--- src/verilog/udm_pkg.sv ---
// shared constants, types and the code table of the unit fault diagnostic monitor
package udm_pkg;

  // ==========================================================================
  // types
  typedef logic signed [9:0] udm_temp_t;  // degrees F
  typedef logic signed [7:0] udm_pct_t;   // percent of travel or resistance
  typedef logic [6:0] udm_code_t;         // two-digit diagnostic code

  // ==========================================================================
  // clock and display timing
  localparam int unsigned UDM_CLK_HZ = 25_000_000;
  localparam int unsigned UDM_DISPLAY_HOLD_MS = 1000;
  localparam int unsigned UDM_DISPLAY_HOLD_CYC = UDM_CLK_HZ / 1000 * UDM_DISPLAY_HOLD_MS;
  localparam logic [2:0] UDM_SETTLE_CYC = 3'h4;  // sync pipeline depth plus one

  // ==========================================================================
  // switch input bit positions
  localparam int UDM_SW_LP_LEAD = 0;
  localparam int UDM_SW_LP_LAG = 1;
  localparam int UDM_SW_OIL1 = 2;
  localparam int UDM_SW_OIL2 = 3;
  localparam int UDM_SW_CTL = 4;
  localparam int UDM_SW_BTN = 5;
  localparam int UDM_SW_HDR = 6;
  localparam int UDM_SW_UNL1 = 7;
  localparam int UDM_SW_UNL2 = 8;
  localparam int UDM_SW_RST_EN = 9;
  localparam int UDM_SW_DL_EN = 10;
  localparam int UDM_SW_DL_PRES = 11;
  localparam int UDM_SW_N = 12;

  // ==========================================================================
  // fault record bit positions; bits below UDM_F_N_LATCHED latch until a switch cycle
  localparam int UDM_F_LP_LEAD = 0;
  localparam int UDM_F_LP_LAG = 1;
  localparam int UDM_F_OIL1 = 2;
  localparam int UDM_F_OIL2 = 3;
  localparam int UDM_F_CONFIG = 4;
  localparam int UDM_F_SUP_AIR = 5;
  localparam int UDM_F_RET_AIR = 6;
  localparam int UDM_F_COND1 = 7;
  localparam int UDM_F_COND2 = 8;
  localparam int UDM_F_RST_TEMP = 9;
  localparam int UDM_F_SETPOINT = 10;
  localparam int UDM_F_DAMPER = 11;
  localparam int UDM_F_RST_LIM = 12;
  localparam int UDM_F_DEMAND = 13;
  localparam int UDM_F_MIN_POS = 14;
  localparam int UDM_F_N = 15;
  localparam int UDM_F_N_LATCHED = 5;
  localparam logic [UDM_F_N-1:0] UDM_FAULT_RST = 15'h0000;

  // ==========================================================================
  // limits
  localparam udm_temp_t UDM_THERM_LO_F = udm_temp_t'(-60);
  localparam udm_temp_t UDM_THERM_HI_F = udm_temp_t'(180);
  localparam udm_temp_t UDM_OFFSET_LO_F = udm_temp_t'(40);
  localparam udm_temp_t UDM_OFFSET_HI_F = udm_temp_t'(90);
  localparam udm_temp_t UDM_SP_LO_F = udm_temp_t'(-22);
  localparam udm_temp_t UDM_SP_HI_F = udm_temp_t'(70);
  localparam udm_temp_t UDM_SP_DEFAULT_F = udm_temp_t'(70);
  localparam udm_temp_t UDM_SP_CLAMP_F = udm_temp_t'(45);
  localparam udm_temp_t UDM_SP_RST = udm_temp_t'(70);
  localparam udm_temp_t UDM_RLIM_LO_F = udm_temp_t'(0);
  localparam udm_temp_t UDM_RLIM_HI_F = udm_temp_t'(80);
  localparam udm_pct_t UDM_PCT_MIN = udm_pct_t'(0);
  localparam udm_pct_t UDM_PCT_MAX = udm_pct_t'(100);
  localparam udm_pct_t UDM_DL_LO_PCT = udm_pct_t'(10);
  localparam udm_pct_t UDM_DL_HI_PCT = udm_pct_t'(90);
  localparam udm_pct_t UDM_STUCK_SPAN_PCT = udm_pct_t'(10);
  localparam udm_pct_t UDM_DAMPER_FAIL_PCT = udm_pct_t'(0);

  // ==========================================================================
  // code shown for each fault record bit; unused codes are simply absent
  function automatic udm_code_t udm_code(input logic [3:0] idx);
    case (idx)
      4'h0: udm_code = 7'h3B;  // 59
      4'h1: udm_code = 7'h3C;  // 60
      4'h2: udm_code = 7'h3F;  // 63
      4'h3: udm_code = 7'h40;  // 64
      4'h4: udm_code = 7'h46;  // 70
      4'h5: udm_code = 7'h47;  // 71
      4'h6: udm_code = 7'h48;  // 72
      4'h7: udm_code = 7'h4B;  // 75
      4'h8: udm_code = 7'h4C;  // 76
      4'h9: udm_code = 7'h51;  // 81
      4'hA: udm_code = 7'h52;  // 82
      4'hB: udm_code = 7'h53;  // 83
      4'hC: udm_code = 7'h54;  // 84
      4'hD: udm_code = 7'h55;  // 85
      4'hE: udm_code = 7'h56;  // 86
      default: udm_code = 7'h00;
    endcase
  endfunction : udm_code

endpackage : udm_pkg

--- src/verilog/udm_sync_if.sv ---
// switch bundle between the monitor and its input filter
`timescale 1ns/10ps
interface udm_sync_if #(parameter int N = 12);
  logic [N-1:0] raw;
  logic [N-1:0] clean;
  modport filt (input raw, output clean);
  modport user (output raw, input clean);
endinterface : udm_sync_if

--- src/verilog/udm_sync.sv ---
// three-stage synchroniser with agree filter for the switch pins
`timescale 1ns/10ps
module udm_sync #(parameter int N = 12) (
  input wire logic core_clk,
  input wire logic rst_n,
  udm_sync_if.filt sw
);

  logic [N-1:0] s1_q, s2_q, s3_q, clean_q;

  // ==========================================================================
  // s1 feeds only s2; a bit changes once stages two and three agree
  always_ff @(posedge core_clk) begin
    if (!rst_n) begin
      s1_q <= '0;
      s2_q <= '0;
      s3_q <= '0;
      clean_q <= '0;
    end else begin
      s1_q <= sw.raw;
      s2_q <= s1_q;
      s3_q <= s2_q;
      clean_q <= (s2_q & s3_q) | (clean_q & (s2_q | s3_q));  // hold while they disagree
    end
  end

  assign sw.clean = clean_q;

endmodule : udm_sync

--- src/verilog/udm_monitor.sv ---
// unit fault diagnostic monitor: fault detection, actions, fault record and code display
`timescale 1ns/10ps
module udm_monitor #(
  parameter int unsigned DISPLAY_HOLD_CYC = udm_pkg::UDM_DISPLAY_HOLD_CYC
) (
  input wire logic core_clk,
  input wire logic rst_n,
  input wire logic lp_lead_closed,
  input wire logic lp_lag_closed,
  input wire logic oil1_closed,
  input wire logic oil2_closed,
  input wire logic control_sw_on,
  input wire logic display_button,
  input wire logic header_present,
  input wire logic unloader_sw1_on,
  input wire logic unloader_sw2_on,
  input wire logic reset_enable_sw,
  input wire logic demand_enable_sw,
  input wire logic demand_pot_present,
  input wire udm_pkg::udm_temp_t supply_air_temp,
  input wire udm_pkg::udm_temp_t return_air_temp,
  input wire udm_pkg::udm_temp_t cond1_temp,
  input wire udm_pkg::udm_temp_t cond2_temp,
  input wire logic space_temp_sensor_bad,
  input wire udm_pkg::udm_temp_t reset_offset_knob,
  input wire udm_pkg::udm_temp_t leaving_air_setpoint_knob,
  input wire udm_pkg::udm_pct_t damper_feedback_pot,
  input wire logic damper_stroke_active,
  input wire udm_pkg::udm_temp_t reset_limit_knob,
  input wire udm_pkg::udm_pct_t demand_limit_knob,
  input wire udm_pkg::udm_pct_t min_damper_position_knob,
  output logic unit_run_q,
  output logic circuit1_enable_q,
  output logic circuit2_enable_q,
  output logic alarm_lamp_q,
  output logic reset_allowed_q,
  output logic demand_limit_allowed_q,
  output logic damper_force_closed_q,
  output udm_pkg::udm_pct_t damper_position_q,
  output udm_pkg::udm_temp_t leaving_air_setpoint_q,
  output logic display_valid_q,
  output udm_pkg::udm_code_t display_code_q,
  output logic [udm_pkg::UDM_F_N-1:0] fault_record_q
);

  // ==========================================================================
  // switch filtering
  udm_sync_if #(.N(udm_pkg::UDM_SW_N)) sw_if ();

  assign sw_if.raw = {demand_pot_present, demand_enable_sw, reset_enable_sw, unloader_sw2_on, unloader_sw1_on,
                      header_present, display_button, control_sw_on, oil2_closed, oil1_closed, lp_lag_closed,
                      lp_lead_closed};

  udm_sync #(.N(udm_pkg::UDM_SW_N)) u_sync (
    .core_clk(core_clk),
    .rst_n(rst_n),
    .sw(sw_if.filt)
  );

  wire logic [udm_pkg::UDM_SW_N-1:0] sw = sw_if.clean;
  wire logic ctl_on = sw[udm_pkg::UDM_SW_CTL];
  wire logic btn = sw[udm_pkg::UDM_SW_BTN];

  // ==========================================================================
  // state
  logic [2:0] settle_q;
  logic armed_q;
  logic ctl_prev_q;
  logic [udm_pkg::UDM_F_N-1:0] fault_q, fault_d;
  udm_pkg::udm_pct_t tr_min_q, tr_max_q;
  logic stroke_prev_q;
  logic stuck_q;
  logic [3:0] scan_q;
  logic [24:0] hold_q;

  // switch faults wait until the filter has filled, else reset zeros look like open switches
  always_ff @(posedge core_clk) begin
    if (!rst_n) begin
      settle_q <= 3'h0;
      armed_q <= 1'b0;
      ctl_prev_q <= 1'b0;
    end else begin
      settle_q <= armed_q ? settle_q : settle_q + 3'h1;
      armed_q <= armed_q | (settle_q == udm_pkg::UDM_SETTLE_CYC);
      ctl_prev_q <= ctl_on;
    end
  end

  // ==========================================================================
  // fault conditions
  wire logic ctl_rise = armed_q & ctl_on & ~ctl_prev_q;  // off then on

  function automatic logic therm_bad(input udm_pkg::udm_temp_t t);
    therm_bad = (t < udm_pkg::UDM_THERM_LO_F) || (t > udm_pkg::UDM_THERM_HI_F);
  endfunction : therm_bad

  function automatic logic pct_bad(input udm_pkg::udm_pct_t p);
    pct_bad = (p < udm_pkg::UDM_PCT_MIN) || (p > udm_pkg::UDM_PCT_MAX);
  endfunction : pct_bad

  wire logic config_bad = !sw[udm_pkg::UDM_SW_HDR] || (sw[udm_pkg::UDM_SW_UNL1] && sw[udm_pkg::UDM_SW_UNL2]);
  wire logic offset_bad = (reset_offset_knob < udm_pkg::UDM_OFFSET_LO_F) ||
                          (reset_offset_knob > udm_pkg::UDM_OFFSET_HI_F);
  wire logic sp_bad = (leaving_air_setpoint_knob < udm_pkg::UDM_SP_LO_F) ||
                      (leaving_air_setpoint_knob > udm_pkg::UDM_SP_HI_F);
  wire logic damper_bad = pct_bad(damper_feedback_pot) || stuck_q;
  wire logic rlim_bad = sw[udm_pkg::UDM_SW_RST_EN] && ((reset_limit_knob < udm_pkg::UDM_RLIM_LO_F) ||
                        (reset_limit_knob > udm_pkg::UDM_RLIM_HI_F));
  wire logic dl_bad = sw[udm_pkg::UDM_SW_DL_EN] && (!sw[udm_pkg::UDM_SW_DL_PRES] ||
                      (demand_limit_knob < udm_pkg::UDM_DL_LO_PCT) ||
                      (demand_limit_knob > udm_pkg::UDM_DL_HI_PCT));

  wire logic [udm_pkg::UDM_F_N_LATCHED-1:0] latch_set = {5{armed_q}} & {config_bad,
    !sw[udm_pkg::UDM_SW_OIL2], !sw[udm_pkg::UDM_SW_OIL1],
    !sw[udm_pkg::UDM_SW_LP_LAG], !sw[udm_pkg::UDM_SW_LP_LEAD]};

  // set beats the switch-cycle clear; auto bits simply follow their condition
  always_comb begin
    fault_d[udm_pkg::UDM_F_N_LATCHED-1:0] = latch_set | (fault_q[udm_pkg::UDM_F_N_LATCHED-1:0] & {5{~ctl_rise}});
    fault_d[udm_pkg::UDM_F_SUP_AIR] = therm_bad(supply_air_temp);
    fault_d[udm_pkg::UDM_F_RET_AIR] = therm_bad(return_air_temp);
    fault_d[udm_pkg::UDM_F_COND1] = therm_bad(cond1_temp);
    fault_d[udm_pkg::UDM_F_COND2] = therm_bad(cond2_temp);
    fault_d[udm_pkg::UDM_F_RST_TEMP] = space_temp_sensor_bad || offset_bad;
    fault_d[udm_pkg::UDM_F_SETPOINT] = sp_bad;
    fault_d[udm_pkg::UDM_F_DAMPER] = damper_bad;
    fault_d[udm_pkg::UDM_F_RST_LIM] = rlim_bad;
    fault_d[udm_pkg::UDM_F_DEMAND] = dl_bad;
    fault_d[udm_pkg::UDM_F_MIN_POS] = pct_bad(min_damper_position_knob);
  end

  // fault record holds each active code until its clear condition
  always_ff @(posedge core_clk) begin
    if (!rst_n) fault_q <= udm_pkg::UDM_FAULT_RST;
    else fault_q <= fault_d;
  end

  // ==========================================================================
  // damper travel: span is judged at the end of each commanded full stroke
  wire logic stroke_end = stroke_prev_q & ~damper_stroke_active;
  wire logic stroke_start = ~stroke_prev_q & damper_stroke_active;
  wire udm_pkg::udm_pct_t span = tr_max_q - tr_min_q;

  always_ff @(posedge core_clk) begin
    if (!rst_n) begin
      tr_min_q <= udm_pkg::UDM_PCT_MAX;
      tr_max_q <= udm_pkg::UDM_PCT_MIN;
      stroke_prev_q <= 1'b0;
      stuck_q <= 1'b0;
    end else begin
      stroke_prev_q <= damper_stroke_active;
      tr_min_q <= stroke_start ? damper_feedback_pot :
                  (damper_feedback_pot < tr_min_q ? damper_feedback_pot : tr_min_q);
      tr_max_q <= stroke_start ? damper_feedback_pot :
                  (damper_feedback_pot > tr_max_q ? damper_feedback_pot : tr_max_q);
      stuck_q <= stroke_end ? (span < udm_pkg::UDM_STUCK_SPAN_PCT) : stuck_q;
    end
  end

  // ==========================================================================
  // actions taken from the fault record, the leaving air setpoint from its knob
  wire logic unit_stop = fault_q[udm_pkg::UDM_F_CONFIG] | fault_q[udm_pkg::UDM_F_SUP_AIR] |
                         fault_q[udm_pkg::UDM_F_RET_AIR] | fault_q[udm_pkg::UDM_F_COND1] |
                         fault_q[udm_pkg::UDM_F_COND2];
  wire logic run_d = armed_q & ctl_on & ~unit_stop;
  wire logic c1_d = run_d & ~fault_q[udm_pkg::UDM_F_LP_LEAD] & ~fault_q[udm_pkg::UDM_F_OIL1];
  wire logic c2_d = run_d & ~fault_q[udm_pkg::UDM_F_LP_LAG] & ~fault_q[udm_pkg::UDM_F_OIL2];
  wire logic force_closed_d = fault_q[udm_pkg::UDM_F_DAMPER] | fault_q[udm_pkg::UDM_F_MIN_POS];
  wire udm_pkg::udm_pct_t pos_d = fault_q[udm_pkg::UDM_F_DAMPER] ? udm_pkg::UDM_DAMPER_FAIL_PCT : damper_feedback_pot;
  wire udm_pkg::udm_temp_t sp_d = sp_bad ? udm_pkg::UDM_SP_DEFAULT_F :
    (leaving_air_setpoint_knob < udm_pkg::UDM_SP_CLAMP_F ? udm_pkg::UDM_SP_CLAMP_F : leaving_air_setpoint_knob);
  wire logic rst_ok_d = sw[udm_pkg::UDM_SW_RST_EN] & ~fault_q[udm_pkg::UDM_F_RST_TEMP] &
                        ~fault_q[udm_pkg::UDM_F_RST_LIM];
  wire logic dl_ok_d = sw[udm_pkg::UDM_SW_DL_EN] & ~fault_q[udm_pkg::UDM_F_DEMAND];

  // every output leaves from a flip-flop
  always_ff @(posedge core_clk) begin
    if (!rst_n) begin
      unit_run_q <= 1'b0;
      circuit1_enable_q <= 1'b0;
      circuit2_enable_q <= 1'b0;
      alarm_lamp_q <= 1'b0;
      reset_allowed_q <= 1'b0;
      demand_limit_allowed_q <= 1'b0;
      damper_force_closed_q <= 1'b1;
      damper_position_q <= udm_pkg::UDM_DAMPER_FAIL_PCT;
      leaving_air_setpoint_q <= udm_pkg::UDM_SP_RST;
    end else begin
      unit_run_q <= run_d;
      circuit1_enable_q <= c1_d;
      circuit2_enable_q <= c2_d;
      alarm_lamp_q <= |fault_q;
      reset_allowed_q <= rst_ok_d;
      demand_limit_allowed_q <= dl_ok_d;
      damper_force_closed_q <= force_closed_d;
      damper_position_q <= pos_d;
      leaving_air_setpoint_q <= sp_d;
    end
  end

  // ==========================================================================
  // display scan: walks the record while the button is held, each code shown for one hold period
  wire logic cur_active = fault_q[scan_q];
  wire logic hold_done = hold_q == 25'(DISPLAY_HOLD_CYC - 1);
  wire logic advance = btn & (~cur_active | hold_done);
  wire logic [3:0] scan_next = (scan_q == 4'(udm_pkg::UDM_F_N - 1)) ? 4'h0 : scan_q + 4'h1;

  always_ff @(posedge core_clk) begin
    if (!rst_n) begin
      scan_q <= 4'h0;
      hold_q <= 25'h0000000;
      display_valid_q <= 1'b0;
      display_code_q <= 7'h00;
      fault_record_q <= udm_pkg::UDM_FAULT_RST;
    end else begin
      scan_q <= !btn ? 4'h0 : (advance ? scan_next : scan_q);
      hold_q <= (!btn || advance) ? 25'h0000000 : hold_q + 25'h0000001;
      display_valid_q <= btn & cur_active;
      display_code_q <= (btn & cur_active) ? udm_pkg::udm_code(scan_q) : 7'h00;
      fault_record_q <= fault_q;
    end
  end
endmodule : udm_monitor

--- config.mk ---
export PLATFORM = sky130hd
export DESIGN_NAME = udm_monitor
export DESIGN_NICKNAME = d
export VERILOG_FILES = /design/src/verilog/udm_pkg.sv /design/src/verilog/udm_sync_if.sv /design/src/verilog/udm_sync.sv /design/src/verilog/udm_monitor.sv
export SDC_FILE = /design/constraint.sdc
export NUM_CORES = 1
export LEC_CHECK = 0
export BUFFER_PORTS_ARGS = -buffer_cell sky130_fd_sc_hd__buf_2
export CORE_ASPECT_RATIO = 0.5
export CORE_MARGIN = 2
export CORE_UTILIZATION = 40
export CTS_BUF_LIST = sky130_fd_sc_hd__clkbuf_8
export DETAILED_ROUTE_END_ITERATION = 16
export PLACE_DENSITY = 0.7
export SLEW_MARGIN = 20
export SYNTH_ARGS = -nofsm -noshare
export SYNTH_HDL_FRONTEND = slang
export SYNTH_SLANG_ARGS = --single-unit
--- constraint.sdc ---
create_clock -name core_clk -period 2.3 [get_ports core_clk]
set_input_delay 0.575 -clock core_clk [delete_from_list [all_inputs] [get_ports core_clk]]
set_output_delay 0.575 -clock core_clk [all_outputs]
set_load 0.005 [all_outputs]
==> results of run 1 <==
logic make-up after synthesis:
family | share of synthesized area
simple gates | 0.216
flops | 0.488
compound gates | 0.116
buf+inv | 0.0395
fa+ha+maj | 0.0629
xor+xnor | 0.0380
mux | 0.0391
other cells | 0.000561
final cells by class:
| class | instances | area share |
|---|---|---|
| Clock buffer | 17 | 0.0285 |
| Clock inverter | 15 | 0.0206 |
| Inverter | 42 | 0.0192 |
| Multi-Input combinational cell | 511 | 0.387 |
| Sequential cell | 163 | 0.397 |
| Tap cell | 227 | 0.0346 |
| Timing Repair Buffer | 174 | 0.113 |
worst min-delay path by stage:
stage	from	endpoint	cells past startpoint
floorplan	u_sync.s1_q[0]$_SDFF_PN0_	u_sync.s2_q[0]$_SDFF_PN0_	1
detailed placement	u_sync.s1_q[7]$_SDFF_PN0_	u_sync.s2_q[7]$_SDFF_PN0_	1
global placement	u_sync.s1_q[7]$_SDFF_PN0_	u_sync.s2_q[7]$_SDFF_PN0_	1
finish	demand_pot_present	u_sync.s1_q[11]$_SDFF_PN0_	2
CTS	demand_pot_present	u_sync.s1_q[11]$_SDFF_PN0_	2
global route	unloader_sw2_on	u_sync.s1_q[8]$_SDFF_PN0_	2
layer usage:
layer  GRT usage  up-vias  routed length [µm]
met5           0        -                   0
met4      0.0655        0                 197
met3      0.0302       19                 403
met2       0.309       82                7150
met1       0.200     2521                6680
li1            -     2845                   -
stage by stage:
step / instances / hold slack, ns
2_1_floorplan: 739 / 0.412
3_3_place_gp: 1117 / 0.415
3_5_place_dp: 1117 / 0.419
4_1_cts: 1149 / 0.304
5_1_grt: 1149 / 0.305
6_report: 1149 / 0.332
power by group through the flow:
stage	clock (mW)	combinational (mW)	sequential (mW)
after detailed placement	0	0.640	3.07
after global routing	2.28	0.725	3.02
final	2.10	0.641	3.00
after global placement	0	0.615	3.06
after CTS	2.17	0.644	3.00
after floorplan	0	0.391	3.05
cell usage after synthesis (8+ instances only):
master / n / area, µm²
nand3_1: 9 / 45.0
clkbuf_1: 16 / 60.1
ha_1: 32 / 400
nor3_1: 16 / 80.1
dfxtp_1: 163 / 3260
and2_1: 59 / 369
xor2_1: 17 / 149
nand2_1: 74 / 278
inv_1: 41 / 154
mux2i_1: 25 / 250
o21ai_0: 39 / 195
nor2b_1: 8 / 50.1
xnor2_1: 12 / 105
nor2_1: 70 / 263
a21oi_1: 48 / 240
nand4_1: 16 / 100
nor4_1: 8 / 50.1
cell usage in the layout (no fill, tap or decap), types with 3 or more instances in the layout:
master      n
a211oi_1    5
a21o_1      6
a21oi_1    48
a22oi_1     4
a31oi_1     7
and2_1     59
and3_1      4
buf_2     157
buf_4      16
clkbuf_8   17
conb_1      3
dfxtp_1   163
ha_1       32
inv_1      42
inv_6       6
mux2i_1    25
nand2_1    74
nand2b_1    5
nand3_1     9
nand3b_1    5
nand4_1    16
nor2_1     70
nor2b_1     8
nor3_1     16
nor4_1      8
o211ai_1    4
o21ai_0    39
o22ai_1     4
or4_1       3
xnor2_1    12
xor2_1     17
flip-flops by register name (all words and copies together), names as in the netlist, 3 cells and up:
| signal | flops |
|---|---|
| display_code_q | 7 |
| tr_max_q | 8 |
| settle_q | 3 |
| u_sync.s2_q | 12 |
| fault_q | 15 |
| tr_min_q | 8 |
| u_sync.s3_q | 12 |
| fault_record_q | 15 |
| damper_position_q | 8 |
| leaving_air_setpoint_q | 10 |
| scan_q | 4 |
| u_sync.s1_q | 12 |
| u_sync.sw.clean | 12 |
| hold_q | 25 |
repair_timing:
action | CTS | global route
resized for setup | 1 | 1
pin swaps | 0 | 1
endpoints found under the hold margin | 0 | 0
setup endpoints to repair | 2 | 27
==> run summary, run 1 <==
path length in cells of the critical path: 6
actual slew at the worst max-slew pin: 0.532 ns
clock power share: 0.366
via count: 5467
Final Setup Violations: 0
Worst Clk Skew: 0.0147 ns
Main synth FF type: dfxtp_1
Register-to-Register Path Depth: 6
Die W: 187 µm
Initial Utilization: 0.409
Post-Route WL: 14400 µm
H-tree Lvls: 4
CTS tree: built
synthesis-stage register bit count: 163
Finished Core Util: 0.502
Tmin final: 2.15 ns
post-CTS setup repair buffer count: 0
r2r endpoint: hold_q[9]$_SDFF_PP0_
cells along the critical path: or4b_1, or4_1, nor4_4, or4_4, buf_12, nor2_1
Startpoint Class: flip-flop
worst-case headroom to the max-slew limit: 0.645
Initial DRC Count: 333
Longest Clk Path Bufs: 2
distinct cell type count after synthesis: 56
design area: 8210 µm²
clock slew seen by the registers of the worst setup and hold paths: 0.10 ns
post-DR wirelength/cell: 12.6 µm
Pre-antenna DRT Iters: 4
Syn Inst Count: 737
final worst path period share: 0.934
setup ws final: 0.152 ns
Avg Vias per Cell: 4.76
Seq/Total Area, Yosys: 0.488
initial antenna violation count: 0
sw power: 1.50 mW
slowest cell delay on critical path: 0.53 ns
estimated wirelength of the detail-placed design: 10900 µm
r2r startpoint: hold_q[7]$_SDFF_PP0_
CP endpoint: hold_q[9]$_SDFF_PP0_
GPL Wtd Cong: 0.817
Cell Int Power: 4.24 mW
Port Buf Inserts: 157
Die Ht: 95.4 µm
CTS sink count: 163
TritonCTS buffer count: 17
Storage cell area: 3260 µm²
Multi-input gate area: 3180 µm²
Overall Global Routing Usage: 0.168
FF-to-FF setup slack: 0.15 ns
Peak VDD IR: 0.379 mV
Die ar.: 17800 µm²
asr flop ratio synth: 0
Core ar.: 16400 µm²
Final Max Tran Viols: 0
Hold Crit Class: in -> reg
Worst Setup SP: hold_q[7]$_SDFF_PP0_
power per cell area: 700 nW/µm²
Avg Cell Area, Syn: 9.07 µm²
slowest cell on the critical path: or4_1
YS warnings: 0
Area Overhead vs Synth: 22.8%
post-route DRC violation count: 0
share of layout cells above drive strength 1: 0.227
Rows: 33
RSZ-0062 raised after global routing: false
CP delay by family, top: simple AND/OR/NAND/NOR gates
largest net degree at the start of global routing: 34
crit path DAT: 2.48 ns
GRT Residual Overflow: 0
Post-DRT Antenna Nets: 0
Comb pwr share: 0.112
critical path class: reg -> reg
CTS root buffer: clkbuf_8
status: finished, final reports clean
Crit Path Max Fanout: 25
fmax: 466 MHz
dpl cell area: 7800 µm²
max cap viols: 0
CP Buf/Inv Count: 1
WP data required: 2.63 ns
number of global-route vias before repair: 5412
latest clock arrival within the worst-skew pair: 0.44 ns
setup TNS: 0 ns
Post-synth EDFFs: 0
Final Hold Fails: 0
crit end category: flip-flop
hold_buf cts: 0
Total Power: 5.75 mW
Ports: 158
nets: 1052
fillers: 1565
n_diodes: 0
dpl ws: 0.0267 ns
first-pass GRT wire length: 24300 µm
Leakage: 3.61 nW
Reg power frac: 0.523
synthesized area: 6690 µm²
Sw Share: 0.262
(Power assumes the default switching activity.)
==> run 2: changes to the inputs <==
CORE_ASPECT_RATIO = 1.1   (was 0.5)
==> run summary, run 2 (same netlist as run 1, synthesis figures left out) <==
clock power share: 0.368 (+0.002)
Core ar.: 16400 µm² (+0.11%)
first-pass GRT wire length: 24500 µm (+0.74%)
Overall Global Routing Usage: 0.172 (+0.00389)
CP delay by family, top: simple AND/OR/NAND/NOR gates
GRT Residual Overflow: 0 (unchanged)
sw power: 1.44 mW (-4.4%)
clock slew seen by the registers of the worst setup and hold paths: 0.08 ns (-0.02 ns)
Cell Int Power: 4.33 mW (+2.1%)
Post-Layout Cell Count: 1137 (-1.0%)
Initial DRC Count: 222 (-33%)
GPL Wtd Cong: 0.803 (-1.7%)
Area Overhead vs Synth: 23.6%
Largest register FFs: 25 (unchanged)
power per cell area: 698 nW/µm² (-0.19%)
Longest Clk Path Bufs: 2 (unchanged)
commonest non-fill, non-tap cells in the layout: dfxtp_1, buf_2, nand2_1, nor2_1, and2_1
Post-Route WL: 14900 µm (+3.1%)
CTS sink count: 163 (unchanged)
Sw Share: 0.249 (-0.0126)
critical path class: reg -> reg
latest clock arrival within the worst-skew pair: 0.45 ns (about the same)
CTS tree: built
Worst Clk Skew: 0.0197 ns (+0.00498 ns)
Rows: 49 (+48%)
DP Cell Count: 1105 (-1.1%)
largest net degree at the start of global routing: 47 (+38%)
status: finished, final reports clean
Initial Utilization: 0.408 (-0.000469)
final worst path period share: 0.943 (+0.00930)
fillers: 1542 (-1.5%)
Hold Crit Class: in -> reg
actual slew at the worst max-slew pin: 0.534 ns (+0.00272 ns)
slowest cell on the critical path: dfxtp_1
via count: 5557 (+1.6%)
most common cell after layout, fill and taps aside: dfxtp_1
nets: 1063 (+1.0%)
crit path DAT: 2.55 ns (+0.07 ns)
Leakage: 3.65 nW (+1.1%)
post-route DRC violation count: 0 (unchanged)
Reg with most FFs: hold_q
crit end category: flip-flop
dpl cell area: 7840 µm² (+0.53%)
WP data required: 2.68 ns (+0.05 ns)
H-tree Lvls: 4 (unchanged)
Ports: 158 (unchanged)
estimated wirelength of the detail-placed design: 11400 µm (+4.4%)
cells along the critical path: inv_1, nor3_1, a221oi_1, or4_1, buf_4, o22ai_1
setup TNS: 0 ns (unchanged)
Reg power frac: 0.520 (-0.003)
Tmin final: 2.17 ns (+0.0214 ns)
max cap viols: 0 (unchanged)
Port Buf Inserts: 157 (unchanged)
slowest cell delay on critical path: 0.60 ns (+0.07 ns)
Total Power: 5.77 mW (+0.40%)
biggest regs: hold_q: 25 flops, fault_q: 15 flops, fault_record_q: 15 flops
Finished Core Util: 0.505 (+0.00240)
Avg Vias per Cell: 4.89 (+2.7%)
RSZ-0062 raised after global routing: false
post-DR wirelength/cell: 13.1 µm (+4.2%)
Pre-antenna DRT Iters: 4 (unchanged)
CTS root buffer: clkbuf_8
number of global-route vias before repair: 5273 (-2.6%)
Final Hold Fails: 0 (unchanged)
fmax: 461 MHz (-0.99%)
Post-DRT Antenna Nets: 0 (unchanged)
Comb pwr share: 0.112 (about the same)
TritonCTS buffer count: 17 (unchanged)
Final Max Tran Viols: 0 (unchanged)
design area: 8260 µm² (+0.59%)
CP Buf/Inv Count: 2 (+1)
Die ar.: 17800 µm² (-0.35%)
worst-case headroom to the max-slew limit: 0.640 (-0.00461)
Crit Path Max Fanout: 10 (-60%)
n_diodes: 0 (unchanged)
Die W: 127 µm (-32%)
Die Ht: 140 µm (+46%)
Final Setup Violations: 0 (unchanged)
hold_buf cts: 0 (unchanged)
share of layout cells above drive strength 1: 0.235 (+0.00805)
initial antenna violation count: 0 (unchanged)
Peak VDD IR: 0.395 mV (+4.0%)
Startpoint Class: flip-flop
[run 2: layer usage]
layer	vias to the layer above	wire [µm]	track usage
met5	-	0	0
met4	0	190	0.0625
met3	13	697	0.0381
met2	146	7160	0.289
met1	2530	6830	0.217
li1	2868	-	-
[run 2: final cells by class]
type,count,area (µm²),area share
Sequential cell,163,3260,0.395
Multi-Input combinational cell,511,3170,0.384
Timing Repair Buffer,185,996,0.121
Clock buffer,21,289,0.0350
Tap cell,204,255,0.0309
Inverter,42,158,0.0191
Clock inverter,11,125,0.0151
[run 2: path summary, 6_finish.rpt]
kind                                                start  slack [ns]  depth (start not counted)                         end
worst max-delay path               scan_q[1]$_SDFFE_PN0P_        0.13                          6      scan_q[0]$_SDFFE_PN0P_
worst min-delay path                     demand_enable_sw        0.33                          2  u_sync.s1_q[10]$_SDFF_PN0_
worst max register to register     scan_q[1]$_SDFFE_PN0P_        0.13                          6      scan_q[0]$_SDFFE_PN0P_
worst min register to register  u_sync.s1_q[8]$_SDFF_PN0_        0.43                          1   u_sync.s2_q[8]$_SDFF_PN0_
[run 2: power groups by stage]
stage | combinational [mW] | sequential [mW] | clock [mW]
final | 0.644 | 3.00 | 2.12
after global routing | 0.733 | 3.01 | 2.30
after CTS | 0.649 | 3.00 | 2.21
after detailed placement | 0.646 | 3.07 | 0
after global placement | 0.629 | 3.07 | 0
after floorplan | 0.391 | 3.05 | 0
[run 2: what timing repair did]
action	in CTS	in global routing
setup buffers	0	0
setup endpoints to repair	0	8
gates resized for setup	0	1
endpoints found under the hold margin	0	0
[run 2: through the flow]
stage / worst slack [ns] / hold slack (ns)
floorplan: 0.0260 / 0.412
global route: 0.0210 / 0.302
CTS: 0.126 / 0.286
detailed placement: 0.114 / 0.419
global placement: 0.146 / 0.414
finish: 0.131 / 0.328
==> run 3: changes to the inputs <==
SKIP_CTS_REPAIR_TIMING = 1   (was default)
clock period = 1.8 ns   (was 2.3 ns; I/O delays follow)
==> run summary, run 3 (same netlist as run 1, synthesis figures left out) <==
clock slew seen by the registers of the worst setup and hold paths: 0.09 ns (about the same)
nets: 1121 (+5.5%)
fillers: 1488 (-3.5%)
Initial Utilization: 0.408 (unchanged)
first-pass GRT wire length: 25400 µm (+3.6%)
Die ar.: 17800 µm² (unchanged)
number of global-route vias before repair: 5493 (+4.2%)
TritonCTS buffer count: 17 (unchanged)
Startpoint Class: flip-flop
Cell Int Power: 5.36 mW (+24%)
Reg with most FFs: hold_q
H-tree Lvls: 4 (unchanged)
Post-Route WL: 16300 µm (+9.8%)
Ports: 158 (unchanged)
Area Overhead vs Synth: 34.9%
CTS sink count: 163 (unchanged)
initial antenna violation count: 0 (unchanged)
Port Buf Inserts: 157 (unchanged)
estimated wirelength of the detail-placed design: 12200 µm (+6.7%)
Final Setup Violations: 30 (+30)
Peak VDD IR: 0.513 mV (+30%)
max cap viols: 0 (unchanged)
largest net degree at the start of global routing: 50 (+6.4%)
share of layout cells above drive strength 1: 0.336 (+0.101)
Core ar.: 16400 µm² (unchanged)
Post-Layout Cell Count: 1195 (+5.1%)
Overall Global Routing Usage: 0.178 (+0.00601)
fmax: 506 MHz (+9.7%)
Die W: 127 µm (unchanged)
DP Cell Count: 1160 (+5.0%)
n_diodes: 0 (unchanged)
status: complete, but fails checks
Final Hold Fails: 0 (unchanged)
Pre-antenna DRT Iters: 6 (+2)
Initial DRC Count: 326 (+47%)
Die Ht: 140 µm (unchanged)
post-DR wirelength/cell: 13.7 µm (+4.5%)
Final Max Tran Viols: 0 (unchanged)
failing checks: setup timing
Tmin final: 1.98 ns (-0.191 ns)
Largest register FFs: 25 (unchanged)
Sw Share: 0.277 (+0.0273)
Avg Vias per Cell: 4.94 (+1.0%)
CTS root buffer: clkbuf_8
via count: 5900 (+6.2%)
CTS tree: built
GPL Wtd Cong: 0.852 (+6.0%)
commonest non-fill, non-tap cells in the layout: buf_2, dfxtp_1, buf_4, nand2_1, nor2_1
Crit Path Max Fanout: 12 (+2)
setup ws final: -0.178 ns (-0.309 ns)
Worst Clk Skew: 0.00976 ns (-0.00997 ns)
Comb pwr share: 0.144 (+0.032)
Hold Crit Class: in -> reg
Rows: 49 (unchanged)
GRT Residual Overflow: 0 (unchanged)
setup TNS: -4.58 ns (-4.58 ns)
critical path class: reg -> reg
final worst path period share: 1.10 (+0.156)
Reg power frac: 0.517 (-0.003)
biggest regs: hold_q: 25 flops, fault_q: 15 flops, fault_record_q: 15 flops
latest clock arrival within the worst-skew pair: 0.44 ns (about the same)
Longest Clk Path Bufs: 2 (unchanged)
RSZ-0062 raised after global routing: true
crit end category: flip-flop
most common cell after layout, fill and taps aside: buf_2
sw power: 2.05 mW (+43%)
WP data required: 2.13 ns (-0.55 ns)
Leakage: 4.02 nW (+9.9%)
clock power share: 0.340 (-0.028)
Post-DRT Antenna Nets: 0 (unchanged)
power per cell area: 822 nW/µm² (+18%)
crit path DAT: 2.31 ns (-0.24 ns)
post-route DRC violation count: 0 (unchanged)
[run 3: worst paths after layout]
check / start / end / slack [ns] / cells after the start
max: hold_q[23]$_SDFF_PP0_ / hold_q[7]$_SDFF_PP0_ / -0.18 / 6
min: reset_enable_sw / u_sync.s1_q[9]$_SDFF_PN0_ / 0.20 / 2
max reg2reg: hold_q[23]$_SDFF_PP0_ / hold_q[7]$_SDFF_PP0_ / -0.18 / 6
min reg2reg: u_sync.s1_q[0]$_SDFF_PN0_ / u_sync.s2_q[0]$_SDFF_PN0_ / 0.44 / 1
[run 3: final cells by class]
cell class | count | area (µm²) | area share
Multi-Input combinational cell | 511 | 3430 | 0.380
Sequential cell | 163 | 3280 | 0.364
Timing Repair Buffer | 243 | 1510 | 0.168
Clock buffer | 19 | 262 | 0.0290
Tap cell | 204 | 255 | 0.0283
Inverter | 42 | 158 | 0.0175
Clock inverter | 13 | 115 | 0.0128
[run 3: power by group through the flow]
stage	Combinational (mW)	Clock, mW	Sequential, mW
2_1_floorplan	0.519	0	3.89
3_3_place_gp	0.935	0	3.91
3_5_place_dp	0.958	0	3.91
4_1_cts	0.962	2.59	3.83
5_1_grt	1.18	2.76	3.85
6_report	1.07	2.52	3.83
[run 3: stage by stage]
stage                     hold WS (ns)  utilization  worst slack [ns]  power [mW]  cell area (µm²)
after floorplan                  0.412            -            -0.149        4.41             6750
after global placement           0.414        0.510            -0.160        4.84             8350
after detailed placement         0.419        0.510            -0.226        4.87             8350
after CTS                        0.181        0.533            -0.226        7.37             8720
after global routing             0.165        0.551            -0.236        7.79             9020
final                            0.203        0.551            -0.178        7.41             9020
[run 3: critical path, stage by stage (launching register included)]
cell	delay [ns]
dfxtp_1	0.32
or4b_1	0.52
or4_4	0.44
nor4_4	0.17
or4_4	0.22
clkbuf_16	0.16
nor2_1	0.05
[run 3: per-layer routing]
layer	part of all wire	vias to the layer above	GRT usage
li1	-	3000	-
met1	0.44	2716	0.219
met2	0.49	163	0.305
met3	0.048	21	0.0427
met4	0.017	0	0.0607
met5	0	-	0
